<file path="src/hw/csf_consts.svh">
// How it works
// RULE1: Forever-loop flag set when unbounded loop starts.
// RULE2: Forever-loop flag restored from stack on exit/return.
// RULE3: Loop flag marks loop; restored on exit/return.
// RULE4: Double-precision bit drives multiply mode output.
// RULE5: Compat mode zeroes upper byte of control moves.
// RULE6: Compat mode: status source zeroed, destination kept.
// RULE7: Without compat mode, zero count skips loop.
// RULE8: Compat bit change acts after three cycles.
// RULE9: Extension flag clear when integer part uniform.
// RULE10: Scaling bits choose integer portion bits.
// RULE11: Negative flag follows result sign bit.
// RULE12: Zero flag set when result is zero.
// RULE13: Overflow flag set on 56-bit overflow; the code sets V only in saturation mode and clears it otherwise.
// RULE14: Saturation mode overflow checks 48/32-bit range.
// RULE15: Carry flag from bit 55 carry/borrow.
// RULE16: Carry also updated by bit/shift/rotate ops.
// RULE17: Unnormalized flag is XNOR below integer portion.
`ifndef CSF_CONSTS_SVH
`define CSF_CONSTS_SVH
`define CSF_BIT_C 0
`define CSF_BIT_V 1
`define CSF_BIT_Z 2
`define CSF_BIT_N 3
`define CSF_BIT_U 4
`define CSF_BIT_E 5
`define CSF_BIT_S0 10
`define CSF_BIT_S1 11
`define CSF_BIT_SC 13
`define CSF_BIT_DM 14
`define CSF_BIT_LF 15
`define CSF_BIT_FV 16
`define CSF_SR_RESET 24'h000020
`define CSF_COMPAT_DELAY 3
`define CSF_HI_MASK 24'hff0000
`endif

</file>
<file path="src/hw/csf_pkg.sv">
package csf_pkg;
   typedef enum logic [1:0] {
      CSF_SCALE_NONE,
      CSF_SCALE_DOWN,
      CSF_SCALE_UP,
      CSF_SCALE_RSVD
   } csf_scale_t;
   typedef enum logic [1:0] {
      CSF_MV_NONE,
      CSF_MV_CTRL,
      CSF_MV_FROM_STAT,
      CSF_MV_TO_STAT
   } csf_move_t;
endpackage

</file>
<file path="src/hw/csf_status_flags.sv">
`timescale 1ns/1ps
`include "csf_consts.svh"
module csf_status_flags
   import csf_pkg::*;
(
   // Clock and reset.
   input wire logic refClk,
   input wire logic rst_n,
   // Arithmetic result and flag update controls.
   input wire logic [55:0] aluResult,
   input wire logic aluUpdate,
   input wire logic aluCarry,
   input wire logic carryUpdate,
   input wire logic shiftCarry,
   input wire logic satMode,
   input wire logic sixteenBitMode,
   // Loop control from program control unit.
   input wire logic foreverStart,
   input wire logic loopStart,
   input wire logic loopExit,
   input wire logic interruptReturn,
   input wire logic stackFv,
   input wire logic stackLf,
   input wire logic [23:0] loopCount,
   // Move datapath.
   input wire logic [1:0] moveKind,
   input wire logic [23:0] moveData,
   input wire logic [23:0] moveOldDest,
   // Register port.
   input wire logic [3:0] regAddr,
   input wire logic [23:0] regWdata,
   input wire logic regWr,
   input wire logic regRd,
   // Outputs.
   output logic [23:0] regRdata,
   output logic [23:0] coreStatusWord,
   output logic [23:0] moveResult,
   output logic loopSkip,
   output logic doublePrecisionMode,
   output logic compatModeEff
);
   logic [23:0] srR;
   logic [`CSF_COMPAT_DELAY-1:0] compatPipeR;
   logic [55:0] mag;
   logic eNxt, uNxt, vNxt;
   csf_scale_t scale;

   // ==========================================================
   // Flag evaluation.
   always_comb begin
      scale = csf_scale_t'({srR[`CSF_BIT_S1], srR[`CSF_BIT_S0]});
      mag = aluResult;
      case (scale) // [RULE10]
         CSF_SCALE_NONE: begin
            eNxt = !((&aluResult[55:47]) || !(|aluResult[55:47])); // [RULE9]
            uNxt = !(aluResult[47] ^ aluResult[46]); // [RULE17]
         end
         CSF_SCALE_DOWN: begin
            eNxt = !((&aluResult[55:48]) || !(|aluResult[55:48])); // [RULE9]
            uNxt = !(aluResult[48] ^ aluResult[47]); // [RULE17]
         end
         CSF_SCALE_UP: begin
            eNxt = !((&aluResult[55:46]) || !(|aluResult[55:46]));
            uNxt = !(aluResult[46] ^ aluResult[45]);
         end
         default: begin
            eNxt = 1'b0;
            uNxt = 1'b0;
         end
      endcase
      if (satMode && sixteenBitMode) begin
         vNxt = !((&mag[55:31]) || !(|mag[55:31])); // [RULE14]
      end else if (satMode) begin
         vNxt = !((&mag[55:47]) || !(|mag[55:47])); // [RULE14]
      end else begin
         vNxt = 1'b0;
      end
   end

   // ==========================================================
   // Status register.
   always_ff @(posedge refClk) begin
      if (!rst_n) begin
         srR <= `CSF_SR_RESET; // [RULE9]
      end else begin
         if (regWr && regAddr == 4'h0) begin
            srR <= regWdata;
         end
         if (aluUpdate) begin
            srR[`CSF_BIT_E] <= eNxt;
            srR[`CSF_BIT_U] <= uNxt;
            srR[`CSF_BIT_N] <= aluResult[55]; // [RULE11]
            srR[`CSF_BIT_Z] <= (aluResult == 56'h0); // [RULE12]
            srR[`CSF_BIT_V] <= vNxt; // [RULE13]
            srR[`CSF_BIT_C] <= aluCarry; // [RULE15]
         end
         if (carryUpdate) begin
            srR[`CSF_BIT_C] <= shiftCarry; // [RULE16]
         end
         if (loopExit || interruptReturn) begin
            srR[`CSF_BIT_FV] <= stackFv; // [RULE2]
            srR[`CSF_BIT_LF] <= stackLf; // [RULE3]
         end
         if (foreverStart) begin
            srR[`CSF_BIT_FV] <= 1'b1; // [RULE1]
            srR[`CSF_BIT_LF] <= 1'b1; // [RULE3]
         end
         if (loopStart) begin
            srR[`CSF_BIT_LF] <= 1'b1; // [RULE3]
         end
      end
   end

   // ==========================================================
   // Compatibility mode delay pipeline.
   always_ff @(posedge refClk) begin
      if (!rst_n) begin
         compatPipeR <= '0;
      end else begin
         compatPipeR <= {compatPipeR[`CSF_COMPAT_DELAY-2:0], srR[`CSF_BIT_SC]}; // [RULE8]
      end
   end

   // ==========================================================
   // Move result and loop skip.
   always_ff @(posedge refClk) begin
      if (!rst_n) begin
         moveResult <= 24'h0;
      end else begin
         case (csf_move_t'(moveKind))
            CSF_MV_CTRL: begin
               moveResult <= compatModeEff ? (moveData & ~`CSF_HI_MASK) : moveData; // [RULE5]
            end
            CSF_MV_FROM_STAT: begin
               moveResult <= compatModeEff ? (moveData & ~`CSF_HI_MASK) : moveData; // [RULE6]
            end
            CSF_MV_TO_STAT: begin
               moveResult <= compatModeEff ?
                  ((moveOldDest & `CSF_HI_MASK) | (moveData & ~`CSF_HI_MASK)) : moveData; // [RULE6]
            end
            default: begin
               moveResult <= moveData;
            end
         endcase
      end
   end

   always_ff @(posedge refClk) begin
      if (!rst_n) begin
         regRdata <= 24'h0;
      end else if (regRd) begin
         regRdata <= (regAddr == 4'h0) ? srR : 24'h0;
      end
   end

   assign loopSkip = !compatModeEff && (loopCount == 24'h0); // [RULE7]
   assign compatModeEff = compatPipeR[`CSF_COMPAT_DELAY-1];
   assign doublePrecisionMode = srR[`CSF_BIT_DM]; // [RULE4]
   assign coreStatusWord = srR;
endmodule

</file>
<file path="config.mk">
export PLATFORM = sky130hd
export DESIGN_NAME = csf_status_flags
export DESIGN_NICKNAME = d
export VERILOG_FILES = /design/src/hw/csf_pkg.sv /design/src/hw/csf_status_flags.sv
export VERILOG_INCLUDE_DIRS = /design/src /design/src/hw
export SDC_FILE = /design/constraint.sdc
export NUM_CORES = 1
export LEC_CHECK = 0
export ABC_AREA = 1
export BUFFER_PORTS_ARGS = -buffer_cell sky130_fd_sc_hd__buf_4
export CORE_AREA = 2 2 97 99
export CTS_CLUSTER_SIZE = 12
export DETAILED_ROUTE_END_ITERATION = 10
export DIE_AREA = 0 0 99 101
export PLACE_DENSITY = 0.75
export SLEW_MARGIN = 20
export SYNTH_ARGS = -nofsm -noshare
export SYNTH_HDL_FRONTEND = slang
export SYNTH_SLANG_ARGS = --single-unit
</file>
<file path="constraint.sdc">
create_clock -name refClk -period 3.4 [get_ports refClk]
set_input_delay 0.68 -clock refClk [delete_from_list [all_inputs] [get_ports refClk]]
set_output_delay 0.68 -clock refClk [all_outputs]
set_load 0.005 [all_outputs]
</file>
==> impl_metrics.json <==
{
  "hold_end": "compatPipeR[2]$_SDFF_PN0_",
  "grt_util_all_layers": 0.216,
  "ys_ff_latch": 75,
  "cts_tree": "done",
  "period_share": 0.699,
  "p_sw_frac": 0.253,
  "post-route-util": 0.589,
  "root_buffer": "clkbuf_8",
  "synth_nets": 654,
  "drt-met1-wl_um": 4350,
  "grt_setup_unrepaired": "false",
  "p_sw_mw": 0.493,
  "syn_avg_cell_area_sq_um": 7.06,
  "r2r-start": "compatPipeR[2]$_SDFF_PN0_",
  "r2r_slack_ns": 2.06,
  "r2r_end": "moveResult[23]$_SDFF_PN0_",
  "chipHeight_um": 101,
  "grt_pass1_vias": 3685,
  "core_area_sq_um": 8980,
  "synthTopCellsByArea": "dfxtp_1 45%, nand2_1 15%, nor2_1 8.6%",
  "routabilityCongestion": 0.933,
  "critPathBufInv": 2,
  "synth_top_area_frac": 0.451,
  "register_area_sq_um": 1500,
  "multi_input_area_sq_um": 1580,
  "antenna_found_initial": 0,
  "path_clk_slew_ns": 0.07,
  "layout_commonest_cell": "buf_4",
  "clock.fmax_ghz": 0.421,
  "yosys_most_used_dff": "dfxtp_1",
  "status": "complete, no violations",
  "yosysSeqAreaShare": 0.451,
  "drive_gt1_frac": 0.369,
  "p_int_mw": 1.46,
  "dp.cells": 795,
  "maxCapViolCount": 0,
  "post_cts_buffers": 0,
  "place.port_buffers": 232,
  "syn2layout_area_growth_pct": 58.8,
  "crit_chain": "buf_4 > nor4_1 > nand4_1 > nor3_1 > buf_4",
  "syn-cell-area_sq_um": 3330,
  "drtIter0Drc": 107,
  "worst_pin_slew_ns": 0.652,
  "overflow": 0,
  "clkPwrFrac": 0.341,
  "p_seq_frac": 0.481,
  "num-fill-cells": 871,
  "die_w_um": 99,
  "ctsResizeCount": 0,
  "setup_viol": 0,
  "tns_ns": 0,
  "ctsHoldBuffers": 0,
  "drt_wl_total_um": 11200,
  "synth-edff-count": 0,
  "numCtsBuffers": 9,
  "ir_drop_v": 0.000199,
  "nNetsFinal": 877,
  "min-delay-start": "compatPipeR[1]$_SDFF_PN0_",
  "end_kind": "primary output",
  "synth.distinct_cells": 29,
  "p_per_area_nw_per_um2": 369,
  "layout_min_cycle_time_ns": 2.38,
  "clk_latency_ns": 0.34,
  "crit_slowest_cell": "nor4_1",
  "path_class": "primary input to primary output",
  "fin_cells": 810,
  "dr_wl_met2_um": 5620,
  "cpPeakStageDelay_ns": 0.43,
  "cpLargestDelayFamily": "simple AND/OR/NAND/NOR gates",
  "power_frac_comb": 0.178,
  "final_cell_mix": "233 x buf_4, 129 x nand2_1, 76 x nor2_1",
  "relSlewSlack": 0.564,
  "topRoutingLayerUsed": "met4",
  "syn_inst": 472,
  "synth_top_cell_by_area": "dfxtp_1",
  "fin_skew_ns": 0.0118,
  "final_cell_area_sq_um": 5290,
  "cts_buffer_depth": 2,
  "antennaDiodeCount": 0,
  "final-hold-violation-count": 0,
  "cts-htree-levels": 3,
  "vias_per_cell": 4.72,
  "cts_num_sinks": 75,
  "post_drt_wl_per_cell_um": 13.8,
  "vias": 3825,
  "pin_count": 249,
  "slew_violations": 0,
  "drc": 0,
  "async_flop_share": 0,
  "setup_slack_ns": 1.02,
  "start_util": 0.371,
  "crit_required_ns": 2.72,
  "dp_slack_ns": 0.970,
  "cpMostUsedCell": "buf_4",
  "worst_hold_path_type": "flop to flop",
  "dp_hpwl_um": 8680,
  "final_antenna_net_count": 0,
  "hold_path_depth": 2,
  "dpl_cell_area_sq_um": 5100,
  "critPathMaxFanout": 1,
  "arrival_ns": 1.70,
  "dieArea_sq_um": 10000,
  "cp-start-kind": "primary input",
  "grt_max_degree": 57,
  "grt_pass1_wl_um": 17400,
  "rr_worst_depth": 5,
  "first_pass_iters": 4,
  "yosysWarnings": 0,
  "leakagePower_nw": 2.56,
  "rows": 35,
  "met3_length_um": 996
}
-- area by class of cell --
| class | count | share of cell area |
|---|---|---|
| inverter | 34 | 0.0241 |
| clock buffer | 9 | 0.0234 |
| multi-input combinational | 342 | 0.299 |
| timing repair buffer | 233 | 0.331 |
| sequential | 75 | 0.284 |
| clock inverter | 6 | 0.0123 |
| tap | 111 | 0.0263 |
-- power groups by stage --
stage          clock (mW)  sequential [mW]  combinational (mW)
6_report            0.666            0.940               0.347
3_3_place_gp            0            0.958               0.340
4_1_cts             0.692            0.939               0.349
5_1_grt             0.733            0.944               0.381
3_5_place_dp            0            0.960               0.348
2_1_floorplan           0            0.960               0.114
-- cell families (layout without fill, tap and decap cells) --
family,after synthesis,after routing,synth area share
fa+ha+maj,8,8,0.0301
flops,75,75,0.451
compound gates,95,95,0.145
simple gates,239,239,0.299
buf+inv,55,282,0.0744
-- synthesized netlist by cell type, types with 2 or more instances --
| library cell | n |
|---|---|
| a21oi_1 | 53 |
| buf_6 | 3 |
| nor4_1 | 6 |
| nor2_1 | 76 |
| inv_1 | 32 |
| buf_4 | 3 |
| o21ai_0 | 37 |
| a31oi_1 | 2 |
| nand3_1 | 10 |
| nand4_1 | 3 |
| nor3_1 | 3 |
| clkbuf_1 | 9 |
| nor2_4 | 2 |
| nand2_1 | 129 |
| buf_2 | 5 |
| ha_1 | 8 |
| dfxtp_1 | 75 |
| o22ai_1 | 2 |
| nor2_2 | 3 |
| nand3b_1 | 2 |
-- sequential cells by signal (all words and copies together) (netlist names) --
| register | count |
|---|---|
| coreStatusWord | 24 |
| moveResult | 24 |
| compatPipeR | 3 |
| regRdata | 24 |
-- stage by stage --
stage	hold WS (ns)	power, mW
detailed placement	0.398	1.31
global route	0.432	2.06
global placement	0.398	1.30
CTS	0.416	1.98
floorplan	0.390	1.07
finish	0.414	1.95
-- per-layer routing --
metal	global-route usage	up-vias
met5	0	-
met4	0.0801	0
met3	0.0652	21
met2	0.387	160
met1	0.242	1682
li1	-	1962
-- worst max-delay path by stage --
stage | from | to | slack (ns) | depth (start not counted)
5_1_grt | loopCount[9] | loopSkip | 0.90 | 5
6_report | loopCount[9] | loopSkip | 1.02 | 5
4_1_cts | loopCount[9] | loopSkip | 0.96 | 5
3_5_place_dp | loopCount[9] | loopSkip | 0.97 | 5
3_3_place_gp | loopCount[9] | loopSkip | 0.97 | 5
2_1_floorplan | loopCount[5] | loopSkip | 1.51 | 3
-- worst register-to-register path: stages, from the launching register on --
cell	delay, ns
dfxtp_1	0.37
inv_1	0.06
nor2_1	0.43
nor2_4	0.14
a21oi_1	0.18
nor2_1	0.06
No activity file was read; power rests on OpenSTA's default activity.
